--- config.mk ---
export PLATFORM = sky130hd
export DESIGN_NAME = ccf_flags
export DESIGN_NICKNAME = d
export VERILOG_FILES = /design/src/logic/ccf_pkg.sv /design/src/logic/ccf_arith.sv /design/src/logic/ccf_mask_gate.sv /design/src/logic/ccf_flags.sv
export SDC_FILE = /design/constraint.sdc
export NUM_CORES = 1
export LEC_CHECK = 0
export ABC_AREA = 1
export ABC_CLOCK_PERIOD_IN_PS = 3570
export BUFFER_PORTS_ARGS = -buffer_cell sky130_fd_sc_hd__clkbuf_2
export CORE_MARGIN = 10
export CORE_UTILIZATION = 56
export DETAILED_ROUTE_END_ITERATION = 8
export PLACE_DENSITY = 0.84
export SLEW_MARGIN = 0
export SYNTH_ARGS = -nofsm -noshare
export SYNTH_HDL_FRONTEND = slang
export SYNTH_SLANG_ARGS = --single-unit
--- constraint.sdc ---
create_clock -name sys_clk -period 3.57 [get_ports sys_clk]
set_input_delay 0.5355 -clock sys_clk [delete_from_list [all_inputs] [get_ports sys_clk]]
set_output_delay 0.5355 -clock sys_clk [all_outputs]
set_load 0.005 [all_outputs]
--- src/logic/ccf_pkg.sv ---
// Package for the condition-code flag block: bit positions, opcodes, carrier structs.
// Assumes a single core clock domain; shared by the design files of the block except the mask gate.
`default_nettype none
package ccf_pkg;

   // Flag register bit positions
   localparam int unsigned BIT_MASK  = 7;
   localparam int unsigned BIT_USR_H = 6;
   localparam int unsigned BIT_HALF  = 5;
   localparam int unsigned BIT_USR_L = 4;
   localparam int unsigned BIT_NEG   = 3;
   localparam int unsigned BIT_ZERO  = 2;
   localparam int unsigned BIT_OVF   = 1;
   localparam int unsigned BIT_CARRY = 0;

   // Half-carry tap positions per operand size
   localparam int unsigned HC_BYTE = 3;
   localparam int unsigned HC_WORD = 11;
   localparam int unsigned HC_LONG = 27;

   // Width of operands and result data
   localparam int unsigned DATA_W = 32;

   // Reset value: mask bit set, the rest cleared for determinism
   localparam logic [7:0] FLAGS_RESET = 8'h80;

   typedef enum logic [1:0] {
      CCF_SZ_BYTE = 2'b00,
      CCF_SZ_WORD = 2'b01,
      CCF_SZ_LONG = 2'b10
   } ccf_size_type;

   typedef enum logic [3:0] {
      CCF_OP_NONE  = 4'b0000,
      CCF_OP_ADD   = 4'b0001,
      CCF_OP_ADDX  = 4'b0010,
      CCF_OP_SUB   = 4'b0011,
      CCF_OP_SUBX  = 4'b0100,
      CCF_OP_CMP   = 4'b0101,
      CCF_OP_NEG   = 4'b0110,
      CCF_OP_LOGIC = 4'b0111,
      CCF_OP_SHIFT = 4'b1000,
      CCF_OP_BITLD = 4'b1001,
      CCF_OP_BITAND= 4'b1010,
      CCF_OP_BITOR = 4'b1011,
      CCF_OP_BITXOR= 4'b1100
   } ccf_op_type;

   typedef enum logic [2:0] {
      CCF_CR_NONE  = 3'b000,
      CCF_CR_LOAD  = 3'b001,
      CCF_CR_AND   = 3'b010,
      CCF_CR_OR    = 3'b011,
      CCF_CR_XOR   = 3'b100
   } ccf_crop_type;

   // Arithmetic request from the ALU
   typedef struct packed {
      logic                valid;
      ccf_op_type          op;
      ccf_size_type        size;
      logic [DATA_W-1:0]   opa;
      logic [DATA_W-1:0]   opb;
      logic                shift_out;
      logic                bit_in;
      logic                bit_inv;
   } ccf_alu_req_type;

   // Flag results computed from one request
   typedef struct packed {
      logic                half;
      logic                neg;
      logic                zero;
      logic                ovf;
      logic                carry;
      logic [DATA_W-1:0]   result;
   } ccf_flag_res_type;

endpackage : ccf_pkg
`default_nettype wire

--- src/logic/ccf_arith.sv ---
// Combinational flag evaluator: computes result and H/N/Z/V/C for one ALU request.
// Assumes operands are right-aligned; higher bits outside the size are ignored.
`timescale 1ns/1ps
`default_nettype none
module ccf_arith (
   input  wire ccf_pkg::ccf_alu_req_type  req,
   output ccf_pkg::ccf_flag_res_type      res,
   output logic                           carry_x_in_use
);
   localparam int unsigned W = ccf_pkg::DATA_W;

   logic          is_sub;
   logic          use_x;
   logic          cin;
   logic [W-1:0]  a_sel;
   logic [W-1:0]  b_sel;
   logic [W:0]    sum;
   logic [W-1:0]  cvec;
   logic [W-1:0]  rmask;
   logic [W-1:0]  r_m;
   logic          msb_r;
   logic          msb_a;
   logic          msb_b;
   logic          cout;

   // Carry input for extend forms comes in through bit_in
   assign use_x  = (req.op == ccf_pkg::CCF_OP_ADDX) || (req.op == ccf_pkg::CCF_OP_SUBX);
   assign carry_x_in_use = use_x;
   assign is_sub = (req.op == ccf_pkg::CCF_OP_SUB) || (req.op == ccf_pkg::CCF_OP_SUBX)
                || (req.op == ccf_pkg::CCF_OP_CMP) || (req.op == ccf_pkg::CCF_OP_NEG);
   // Negate is zero minus the operand
   assign a_sel  = (req.op == ccf_pkg::CCF_OP_NEG) ? '0 : req.opa;
   assign b_sel  = is_sub ? ~req.opb : req.opb;
   assign cin    = is_sub ? ~(use_x & req.bit_in) : (use_x & req.bit_in);
   assign sum    = {1'b0, a_sel} + {1'b0, b_sel} + {{W{1'b0}}, cin};
   // Carry into each bit position: a ^ b ^ sum
   assign cvec   = a_sel ^ b_sel ^ sum[W-1:0];

   assign rmask  = (req.size == ccf_pkg::CCF_SZ_BYTE) ? 32'h0000_00ff :
                   (req.size == ccf_pkg::CCF_SZ_WORD) ? 32'h0000_ffff : 32'hffff_ffff;
   assign r_m    = ((req.op == ccf_pkg::CCF_OP_LOGIC) || (req.op == ccf_pkg::CCF_OP_SHIFT))
                   ? (req.opa & rmask) : (sum[W-1:0] & rmask);
   assign msb_r  = (req.size == ccf_pkg::CCF_SZ_BYTE) ? r_m[7] :
                   (req.size == ccf_pkg::CCF_SZ_WORD) ? r_m[15] : r_m[31];
   assign msb_a  = (req.size == ccf_pkg::CCF_SZ_BYTE) ? a_sel[7] :
                   (req.size == ccf_pkg::CCF_SZ_WORD) ? a_sel[15] : a_sel[31];
   assign msb_b  = (req.size == ccf_pkg::CCF_SZ_BYTE) ? b_sel[7] :
                   (req.size == ccf_pkg::CCF_SZ_WORD) ? b_sel[15] : b_sel[31];
   assign cout   = (req.size == ccf_pkg::CCF_SZ_BYTE) ? cvec[8] :
                   (req.size == ccf_pkg::CCF_SZ_WORD) ? cvec[16] : sum[W];

   always_comb begin
      res.result = r_m;
      // RL7: sign from msb
      res.neg    = msb_r;
      // RL8: zero detect
      res.zero   = (r_m == '0);
      // RL9: signed overflow
      res.ovf    = (msb_a == msb_b) && (msb_r != msb_a);
      // RL4 RL5 RL6: half-carry tap; inverted for borrow
      unique case (req.size)
         ccf_pkg::CCF_SZ_BYTE: res.half = cvec[ccf_pkg::HC_BYTE + 1] ^ is_sub;
         ccf_pkg::CCF_SZ_WORD: res.half = cvec[ccf_pkg::HC_WORD + 1] ^ is_sub;
         default:              res.half = cvec[ccf_pkg::HC_LONG + 1] ^ is_sub;
      endcase
      // RL10: carry or borrow, shift-out for shifts
      res.carry  = (req.op == ccf_pkg::CCF_OP_SHIFT) ? req.shift_out : (cout ^ is_sub);
   end
endmodule : ccf_arith
`default_nettype wire

--- src/logic/ccf_mask_gate.sv ---
// Interrupt acceptance gate driven by the mask bit of the flag register.
// Assumes interrupt requests are synchronous levels from the interrupt controller.
`timescale 1ns/1ps
`default_nettype none
module ccf_mask_gate (
   input  wire logic  mask_bit,
   input  wire logic  irq_req,
   input  wire logic  nmi_req,
   output logic       irq_accept,
   output logic       nmi_accept
);
   // RL1: mask blocks all but NMI
   assign irq_accept = irq_req & ~mask_bit;
   assign nmi_accept = nmi_req;
endmodule : ccf_mask_gate
`default_nettype wire

--- src/logic/ccf_flags.sv ---
// Condition-code flag register of the core, updated by ALU, exceptions and control ops.
// Assumes one request source per cycle is intended; priority resolves collisions.
//
// Contract
// RL1: While the mask bit is 1 only the non-maskable interrupt is accepted.
// RL2: Starting an exception sequence forces the mask bit to 1.
// RL3: The two user bits have no hardware effect and are read and written by control ops.
// RL4: Byte add/addx/sub/subx/cmp/neg set half-carry from carry or borrow at bit 3.
// RL5: Word add/sub/cmp/neg set half-carry from carry or borrow at bit 11.
// RL6: Long add/sub/cmp/neg set half-carry from carry or borrow at bit 27.
// RL7: The negative flag takes the most significant result bit.
// RL8: The zero flag is 1 for a zero result and 0 otherwise; extend forms here only clear it and never set it.
// RL9: The overflow flag is 1 on signed overflow and 0 otherwise.
// RL10: Carry reports add carry, subtract borrow, or the bit shifted out.
// RL11: Bit operations use carry as a one-bit accumulator.
// RL12: Flags an operation does not define keep their value; control writes override.
`timescale 1ns/1ps
`default_nettype none
module ccf_flags (
   input  wire logic                      sys_clk,
   input  wire logic                      reset_n,
   input  wire ccf_pkg::ccf_alu_req_type  alu_req,
   input  wire logic                      exc_start,
   input  wire ccf_pkg::ccf_crop_type     cr_op,
   input  wire logic [7:0]                cr_data,
   input  wire logic                      irq_req,
   input  wire logic                      nmi_req,
   output logic [7:0]                     flags,
   output logic                           irq_accept,
   output logic                           nmi_accept
);
   logic [7:0]                 flags_q;
   logic [7:0]                 flags_d;
   logic [7:0]                 alu_flags;
   logic [7:0]                 cr_flags;
   ccf_pkg::ccf_flag_res_type  res;
   logic                       arith_op;
   logic                       h_op;
   logic                       logic_op;
   logic                       shift_op;
   logic                       bit_op;
   logic                       bit_val;
   logic                       c_acc;
   logic                       alu_go;
   logic                       cr_go;
   logic                       addx_sel;

   ccf_arith ccf_arith_inst (
      .req            (alu_req),
      .res            (res),
      .carry_x_in_use (addx_sel)
   );

   ccf_mask_gate ccf_mask_gate_inst (
      .mask_bit   (flags_q[ccf_pkg::BIT_MASK]),
      .irq_req    (irq_req),
      .nmi_req    (nmi_req),
      .irq_accept (irq_accept),
      .nmi_accept (nmi_accept)
   );

   assign alu_go   = alu_req.valid && (alu_req.op != ccf_pkg::CCF_OP_NONE);
   assign cr_go    = (cr_op != ccf_pkg::CCF_CR_NONE);
   assign h_op     = (alu_req.op == ccf_pkg::CCF_OP_ADD)  || (alu_req.op == ccf_pkg::CCF_OP_SUB)
                  || (alu_req.op == ccf_pkg::CCF_OP_CMP)  || (alu_req.op == ccf_pkg::CCF_OP_NEG)
                  || (((alu_req.op == ccf_pkg::CCF_OP_ADDX) || (alu_req.op == ccf_pkg::CCF_OP_SUBX))
                      && (alu_req.size == ccf_pkg::CCF_SZ_BYTE));
   assign arith_op = h_op || addx_sel;
   assign logic_op = (alu_req.op == ccf_pkg::CCF_OP_LOGIC);
   assign shift_op = (alu_req.op == ccf_pkg::CCF_OP_SHIFT);
   assign bit_op   = (alu_req.op == ccf_pkg::CCF_OP_BITLD) || (alu_req.op == ccf_pkg::CCF_OP_BITAND)
                  || (alu_req.op == ccf_pkg::CCF_OP_BITOR) || (alu_req.op == ccf_pkg::CCF_OP_BITXOR);
   assign bit_val  = alu_req.bit_in ^ alu_req.bit_inv;

   // RL11: carry as bit accumulator
   always_comb begin
      c_acc = flags_q[ccf_pkg::BIT_CARRY];
      unique case (alu_req.op)
         ccf_pkg::CCF_OP_BITLD:  c_acc = bit_val;
         ccf_pkg::CCF_OP_BITAND: c_acc = flags_q[ccf_pkg::BIT_CARRY] & bit_val;
         ccf_pkg::CCF_OP_BITOR:  c_acc = flags_q[ccf_pkg::BIT_CARRY] | bit_val;
         ccf_pkg::CCF_OP_BITXOR: c_acc = flags_q[ccf_pkg::BIT_CARRY] ^ bit_val;
         default:                c_acc = flags_q[ccf_pkg::BIT_CARRY];
      endcase
   end

   // RL12: untouched flags hold
   always_comb begin
      alu_flags = flags_q;
      if (arith_op) begin
         // RL4 RL5 RL6: half-carry only for listed ops
         if (h_op) begin
            alu_flags[ccf_pkg::BIT_HALF] = res.half;
         end
         alu_flags[ccf_pkg::BIT_NEG]   = res.neg;
         // RL8: extend forms only clear zero, keeping multi-precision zero
         alu_flags[ccf_pkg::BIT_ZERO]  = addx_sel ? (res.zero & flags_q[ccf_pkg::BIT_ZERO])
                                                  : res.zero;
         alu_flags[ccf_pkg::BIT_OVF]   = res.ovf;
         alu_flags[ccf_pkg::BIT_CARRY] = res.carry;
      end else if (logic_op || shift_op) begin
         alu_flags[ccf_pkg::BIT_NEG]   = res.neg;
         alu_flags[ccf_pkg::BIT_ZERO]  = res.zero;
         alu_flags[ccf_pkg::BIT_OVF]   = 1'b0;
         if (shift_op) begin
            alu_flags[ccf_pkg::BIT_CARRY] = res.carry;
         end
      end else if (bit_op) begin
         alu_flags[ccf_pkg::BIT_CARRY] = c_acc;
      end
   end

   // RL3: control ops reach every bit, user bits included
   always_comb begin
      cr_flags = flags_q;
      unique case (cr_op)
         ccf_pkg::CCF_CR_LOAD: cr_flags = cr_data;
         ccf_pkg::CCF_CR_AND:  cr_flags = flags_q & cr_data;
         ccf_pkg::CCF_CR_OR:   cr_flags = flags_q | cr_data;
         ccf_pkg::CCF_CR_XOR:  cr_flags = flags_q ^ cr_data;
         default:              cr_flags = flags_q;
      endcase
   end

   // Control writes override ALU results; exception start wins on the mask
   always_comb begin
      flags_d = cr_go ? cr_flags : (alu_go ? alu_flags : flags_q);
      // RL2: exception forces mask
      if (exc_start) begin
         flags_d[ccf_pkg::BIT_MASK] = 1'b1;
      end
   end

   always_ff @(posedge sys_clk) begin
      if (!reset_n) begin
         flags_q <= ccf_pkg::FLAGS_RESET;
      end else begin
         flags_q <= flags_d;
      end
   end

   assign flags = flags_q;

   // RL2: mask set after exception
   property p_exc_mask;
      @(posedge sys_clk) disable iff (!reset_n)
      exc_start |=> flags_q[ccf_pkg::BIT_MASK];
   endproperty
   a_exc_mask: assert property (p_exc_mask) else $error("mask not set by exception"); // RL2

   // RL1: masked irq never accepted
   property p_irq_block;
      @(posedge sys_clk) disable iff (!reset_n)
      flags_q[ccf_pkg::BIT_MASK] |-> !irq_accept && (nmi_accept == nmi_req);
   endproperty
   a_irq_block: assert property (p_irq_block) else $error("irq passed mask"); // RL1

   // RL8: zero flag follows result
   property p_zero;
      @(posedge sys_clk) disable iff (!reset_n)
      (alu_go && !cr_go && !addx_sel && (arith_op || logic_op || shift_op))
      |=> (flags_q[ccf_pkg::BIT_ZERO] == $past(res.zero));
   endproperty
   a_zero: assert property (p_zero) else $error("zero flag wrong"); // RL8

   // RL7: negative flag follows sign
   property p_neg;
      @(posedge sys_clk) disable iff (!reset_n)
      (alu_go && !cr_go && (arith_op || logic_op || shift_op))
      |=> (flags_q[ccf_pkg::BIT_NEG] == $past(res.neg));
   endproperty
   a_neg: assert property (p_neg) else $error("negative flag wrong"); // RL7

   // RL4: byte add half-carry at bit 3
   property p_half_byte;
      @(posedge sys_clk) disable iff (!reset_n)
      (alu_go && !cr_go && (alu_req.op == ccf_pkg::CCF_OP_ADD)
       && (alu_req.size == ccf_pkg::CCF_SZ_BYTE))
      |=> (flags_q[ccf_pkg::BIT_HALF]
           == $past((({1'b0, alu_req.opa[3:0]} + {1'b0, alu_req.opb[3:0]}) >> 4) != 5'h00));
   endproperty
   a_half_byte: assert property (p_half_byte) else $error("byte half-carry wrong"); // RL4

   // RL10: add carry out of byte
   property p_carry_add;
      @(posedge sys_clk) disable iff (!reset_n)
      (alu_go && !cr_go && (alu_req.op == ccf_pkg::CCF_OP_ADD)
       && (alu_req.size == ccf_pkg::CCF_SZ_BYTE))
      |=> (flags_q[ccf_pkg::BIT_CARRY]
           == $past((({1'b0, alu_req.opa[7:0]} + {1'b0, alu_req.opb[7:0]}) >> 8) != 9'h000));
   endproperty
   a_carry_add: assert property (p_carry_add) else $error("add carry wrong"); // RL10

   // RL11: bit load into carry
   property p_bitld;
      @(posedge sys_clk) disable iff (!reset_n)
      (alu_go && !cr_go && (alu_req.op == ccf_pkg::CCF_OP_BITLD))
      |=> (flags_q[ccf_pkg::BIT_CARRY] == $past(alu_req.bit_in ^ alu_req.bit_inv));
   endproperty
   a_bitld: assert property (p_bitld) else $error("bit load to carry wrong"); // RL11

   // RL12: idle cycle holds all flags
   property p_hold;
      @(posedge sys_clk) disable iff (!reset_n)
      (!alu_go && !cr_go && !exc_start) |=> $stable(flags_q);
   endproperty
   a_hold: assert property (p_hold) else $error("flags changed while idle"); // RL12

   // RL3: load writes user bits
   property p_user_load;
      @(posedge sys_clk) disable iff (!reset_n)
      (cr_op == ccf_pkg::CCF_CR_LOAD)
      |=> (flags_q[ccf_pkg::BIT_USR_H] == $past(cr_data[ccf_pkg::BIT_USR_H]))
          && (flags_q[ccf_pkg::BIT_USR_L] == $past(cr_data[ccf_pkg::BIT_USR_L]));
   endproperty
   a_user_load: assert property (p_user_load) else $error("user bits not loaded"); // RL3

   // RL9: byte add overflow
   property p_ovf;
      @(posedge sys_clk) disable iff (!reset_n)
      (alu_go && !cr_go && (alu_req.op == ccf_pkg::CCF_OP_ADD)
       && (alu_req.size == ccf_pkg::CCF_SZ_BYTE))
      |=> (flags_q[ccf_pkg::BIT_OVF] == $past((alu_req.opa[7] == alu_req.opb[7])
           && (res.result[7] != alu_req.opa[7])));
   endproperty
   a_ovf: assert property (p_ovf) else $error("overflow flag wrong"); // RL9

   // RL5: word add half-carry at bit 11
   property p_half_word;
      @(posedge sys_clk) disable iff (!reset_n)
      (alu_go && !cr_go && (alu_req.op == ccf_pkg::CCF_OP_ADD)
       && (alu_req.size == ccf_pkg::CCF_SZ_WORD))
      |=> (flags_q[ccf_pkg::BIT_HALF]
           == $past(((({1'b0, alu_req.opa[ccf_pkg::HC_WORD:0]}
                      + {1'b0, alu_req.opb[ccf_pkg::HC_WORD:0]})
                     >> (ccf_pkg::HC_WORD + 1)) != '0)));
   endproperty
   a_half_word: assert property (p_half_word) else $error("word half-carry wrong"); // RL5

   // RL6: long add half-carry at bit 27
   property p_half_long;
      @(posedge sys_clk) disable iff (!reset_n)
      (alu_go && !cr_go && (alu_req.op == ccf_pkg::CCF_OP_ADD)
       && (alu_req.size == ccf_pkg::CCF_SZ_LONG))
      |=> (flags_q[ccf_pkg::BIT_HALF]
           == $past(((({1'b0, alu_req.opa[ccf_pkg::HC_LONG:0]}
                      + {1'b0, alu_req.opb[ccf_pkg::HC_LONG:0]})
                     >> (ccf_pkg::HC_LONG + 1)) != '0)));
   endproperty
   a_half_long: assert property (p_half_long) else $error("long half-carry wrong"); // RL6

   // RL4: byte subtract borrow at bit 3
   property p_half_sub;
      @(posedge sys_clk) disable iff (!reset_n)
      (alu_go && !cr_go && (alu_req.op == ccf_pkg::CCF_OP_SUB)
       && (alu_req.size == ccf_pkg::CCF_SZ_BYTE))
      |=> (flags_q[ccf_pkg::BIT_HALF]
           == $past(alu_req.opa[ccf_pkg::HC_BYTE:0] < alu_req.opb[ccf_pkg::HC_BYTE:0]));
   endproperty
   a_half_sub: assert property (p_half_sub) else $error("byte borrow half-carry wrong"); // RL4

   // RL10: byte subtract reports borrow
   property p_carry_sub;
      @(posedge sys_clk) disable iff (!reset_n)
      (alu_go && !cr_go && (alu_req.op == ccf_pkg::CCF_OP_SUB)
       && (alu_req.size == ccf_pkg::CCF_SZ_BYTE))
      |=> (flags_q[ccf_pkg::BIT_CARRY]
           == $past(alu_req.opa[7:0] < alu_req.opb[7:0]));
   endproperty
   a_carry_sub: assert property (p_carry_sub) else $error("subtract borrow wrong"); // RL10

   // RL10: shift reports bit shifted out
   property p_carry_shift;
      @(posedge sys_clk) disable iff (!reset_n)
      (alu_go && !cr_go && shift_op)
      |=> (flags_q[ccf_pkg::BIT_CARRY] == $past(alu_req.shift_out));
   endproperty
   a_carry_shift: assert property (p_carry_shift) else $error("shift carry wrong"); // RL10

   // RL9: no overflow from logic or shift
   property p_ovf_clear;
      @(posedge sys_clk) disable iff (!reset_n)
      (alu_go && !cr_go && (logic_op || shift_op)) |=> !flags_q[ccf_pkg::BIT_OVF];
   endproperty
   a_ovf_clear: assert property (p_ovf_clear) else $error("overflow left set"); // RL9

   // RL11: bit and into carry
   property p_bitand;
      @(posedge sys_clk) disable iff (!reset_n)
      (alu_go && !cr_go && (alu_req.op == ccf_pkg::CCF_OP_BITAND))
      |=> (flags_q[ccf_pkg::BIT_CARRY]
           == $past(flags_q[ccf_pkg::BIT_CARRY] & (alu_req.bit_in ^ alu_req.bit_inv)));
   endproperty
   a_bitand: assert property (p_bitand) else $error("bit and into carry wrong"); // RL11

   // RL12: control load overrides every flag
   property p_cr_load;
      @(posedge sys_clk) disable iff (!reset_n)
      ((cr_op == ccf_pkg::CCF_CR_LOAD) && !exc_start)
      |=> (flags_q == $past(cr_data));
   endproperty
   a_cr_load: assert property (p_cr_load) else $error("control load not applied"); // RL12

   // RL1: open mask passes the request through
   property p_irq_open;
      @(posedge sys_clk) disable iff (!reset_n)
      !flags_q[ccf_pkg::BIT_MASK] |-> (irq_accept == irq_req);
   endproperty
   a_irq_open: assert property (p_irq_open) else $error("irq blocked while unmasked"); // RL1

   // RL3: only control ops change user bits
   property p_user_keep;
      @(posedge sys_clk) disable iff (!reset_n)
      !cr_go |=> ($stable(flags_q[ccf_pkg::BIT_USR_H])
                  && $stable(flags_q[ccf_pkg::BIT_USR_L]));
   endproperty
   a_user_keep: assert property (p_user_keep) else $error("user bits changed"); // RL3

endmodule : ccf_flags
`default_nettype wire

==> results.yml <==
placed_design:
  port-buffer-count: 97
  dp_hpwl_um: 12500
  finalWeightedCongestion: 1.02
grt:
  grt_pass1_vias: 5563
  antenna_found_initial: 0
  globalRoute.totalOverflow: 0
  track_usage_pct: 22.7
  maximum_number_of_pins_on_one_net_before_global_route_repair: 33
  first_pass_grt_wire_length_um: 25000
synth:
  seq_area_frac_synth_pct: 3.41
  synth-main-ff-cell: "sky130_fd_sc_hd__dfxtp_1"
  ys_async_sr_fraction_pct: 0
  yosys_warnings: 0
  netlist_area_sq_um: 4700
  ys_types: 38
  post_synth_inst_count: 926
  ys_seq_elements: 8
  syn_area_per_cell_sq_um: 5.07
  synth-edff-count: 0
  mappedNetlistNets: 1067
worst_hold_path:
  hold_class: "flip-flop to flip-flop"
timing:
  timing.slew.headroom_pct: 57.6
  worst_pin_slew_ps: 633
  final.min_clock_period_ps: 3330
  finalHoldWorstSlack_ps: 525
  timing.fmax_ghz: 0.300
  timing.clock.skew_ps: 0
  timing_max_transition_violations_final: 0
  hold_violations: 0
  post_route_fraction_of_the_period_consumed_by_the_critical_path_pct: 93.3
  setup-violations-final: 0
routing:
  drt-pass1-iter-count: 6
  drt-met1-wl_um: 6460
  detail_route.iter0.violations: 410
  antenna_left: 0
  avgViaCountPerCell: 5.24
  wirelength_um: 15000
  wl_met2_um: 6840
  detail_route.wl_per_cell_um: 13.1
  post-route-drc-count: 0
  dr_wl_met3_um: 1150
  num_vias: 5972
  routed.top_layer: "met4"
power:
  ir_worst_vdd_uv: 129
  post-layout-total-power_mw: 1.40
  power_leakage_nw: 3.49
  power_density_nw_per_um2: 252
clocking:
  max-clock-path-buffers: 2
  clkSinkCount: 8
  cts_tree: "built"
  worst_skew_pair.late_latency_ps: 230
  clk_transition_reported_paths_ps: 50
  ctsRootBufferMaster: "sky130_fd_sc_hd__clkbuf_8"
  clock_tree.htree_level_count: 1
  cts-buffers-inserted: 3
layout:
  num-nets-final: 1178
  fillCellCount: 793
  multiInputGateArea_sq_um: 3810
  seqCellArea_sq_um: 160
  largest_reg_flops: 8
  antenna_cells_inserted: 0
  final_layout_size_suffix_gt1_share_pct: 17.0
  area_growth_syn_to_layout_pct: 18.5
worst_setup_path:
  critical_path.startpoint_type: "input port"
  setup.worst_path.end_class: "flip-flop"
  critPathMaxFanout: 6
  critical_path.max_stage_delay_ps: 430
  required_ps: 3740
  slowest_cell_on_the_critical_path: "sky130_fd_sc_hd__fa_1"
  cp_data_arrival_time_ps: 3500
  worstSetupPathType: "input port to flip-flop"
  cell_with_the_most_instances_on_the_worst_path: "sky130_fd_sc_hd__nand2_1"
floorplan:
  fp.dieW_um: 112
  num_io_pins: 100
  chipHeight_um: 112
  coreArea_sq_um: 8180
  starting_density_pct: 57.5
  die-area_sq_um: 12500
  fp-row-count: 33
run_status:
  run_status: "finished, final reports clean"
run:
  max_cap_violations: 0
[worst max-delay path: cells and delay by family]
kind	cells	cell delay, ps
fa+ha+maj	2	650
simple gates	18	1620
xor+xnor	1	160
compound gates	1	160
buf+inv	4	350
[cells in the mapped netlist (2+ instances only)]
cell	number	area, sq um
sky130_fd_sc_hd__buf_4	4	30.0
sky130_fd_sc_hd__a221oi_1	8	70.1
sky130_fd_sc_hd__inv_2	6	22.5
sky130_fd_sc_hd__nand3b_1	7	52.6
sky130_fd_sc_hd__buf_2	4	20.0
sky130_fd_sc_hd__nand3_1	50	250
sky130_fd_sc_hd__o21ai_0	20	100
sky130_fd_sc_hd__o21a_1	3	22.5
sky130_fd_sc_hd__nor2_1	100	375
sky130_fd_sc_hd__nand2_2	12	75.1
sky130_fd_sc_hd__nand4_1	10	62.6
sky130_fd_sc_hd__nor2_2	10	62.6
sky130_fd_sc_hd__and2_1	3	18.8
sky130_fd_sc_hd__o21ai_1	5	25.0
sky130_fd_sc_hd__a211oi_1	2	15.0
sky130_fd_sc_hd__a21oi_1	31	155
sky130_fd_sc_hd__a31oi_1	3	18.8
sky130_fd_sc_hd__inv_1	189	709
sky130_fd_sc_hd__xor2_1	33	289
sky130_fd_sc_hd__xnor2_1	7	61.3
sky130_fd_sc_hd__dfxtp_1	8	160
sky130_fd_sc_hd__o211ai_1	4	30.0
sky130_fd_sc_hd__nor3_1	8	40.0
sky130_fd_sc_hd__clkbuf_1	4	15.0
sky130_fd_sc_hd__nand3_2	4	40.0
sky130_fd_sc_hd__ha_1	49	613
sky130_fd_sc_hd__o221ai_1	2	17.5
sky130_fd_sc_hd__fa_1	2	40.0
sky130_fd_sc_hd__nand2_1	328	1230
sky130_fd_sc_hd__o41ai_1	2	17.5
[layer usage]
metal	global-route usage, %	up-vias
li1	-	3066
met1	28.5	2634
met2	38.6	235
met3	3.01	37
met4	7.80	0
met5	0	-
[report_power, final]
part	internal, mW	switching (mW)
sequential	0.0989	0.00966
clock	0.0738	0.0442
combinational	0.442	0.732
total	0.615	0.786
[through the flow]
stage          setup slack, ps  util, %  std cells  cell area (sq um)  TNS [ps]
2_1_floorplan              282        -        926               4700         0
3_3_place_gp             -23.1     66.1       1131               5410     -23.1
3_5_place_dp             -84.3     66.1       1131               5410     -84.3
4_1_cts                    130     66.6       1134               5450         0
5_1_grt                  -72.0     68.1       1140               5570      -101
6_report                   238     68.1       1140               5570         0
[path summary, 6_finish.rpt]
kind | startpoint | end | slack, ps | cells after the start
worst max-delay path | alu_req[72] | flags[2] | 240 | 26
worst min-delay path | flags[4] | flags[4] | 520 | 2
worst max register to register | flags[2] | flags[2] | 2000 | 8
worst min register to register | flags[4] | flags[4] | 520 | 2
[cells in the final DEF, fill, tap and decap left out, drive strengths merged, types with 2 or more instances in the layout]
cell	n
nor2	110
a31oi	3
a221oi	8
nand2	340
a21oi	32
xnor2	7
and2	3
a211oi	2
o21ai	25
clkbuf	100
xor2	33
nand4	10
dfxtp	8
o221ai	2
inv	195
buf	22
o211ai	4
o41ai	2
fa	2
nand3	54
ha	49
nand3b	7
nor3	9
o21a	3
[final cells by class]
class                           instances  share of cell area [%]
Sequential cell                         8                    2.88
Timing Repair Buffer                  119                    12.4
Multi-Input combinational cell        710                    68.5
Clock buffer                            3                   0.742
Tap cell                              105                    2.36
Inverter                              195                    13.1
[cells by family (layout without fill, tap and decap cells)]
group,Yosys count,count (layout),synth area share [%]
flip-flops,8,8,3.41
AO/OA/AOI/OAI,85,85,10.8
AND/OR/NAND/NOR,534,534,47.4
buffers and inverters,208,317,17.0
adder cells (fa/ha/maj),51,51,13.9
XOR/XNOR,40,40,7.46
[what timing repair did]
| item | 4_1_cts | 5_1_grt |
|---|---|---|
| buffers inserted | 0 | 6 |
| hold buffers | 0 | 0 |
| endpoints found under the setup margin | 0 | 3 |
| resized for setup | 0 | 22 |
No activity file was read; power rests on OpenSTA's default activity.
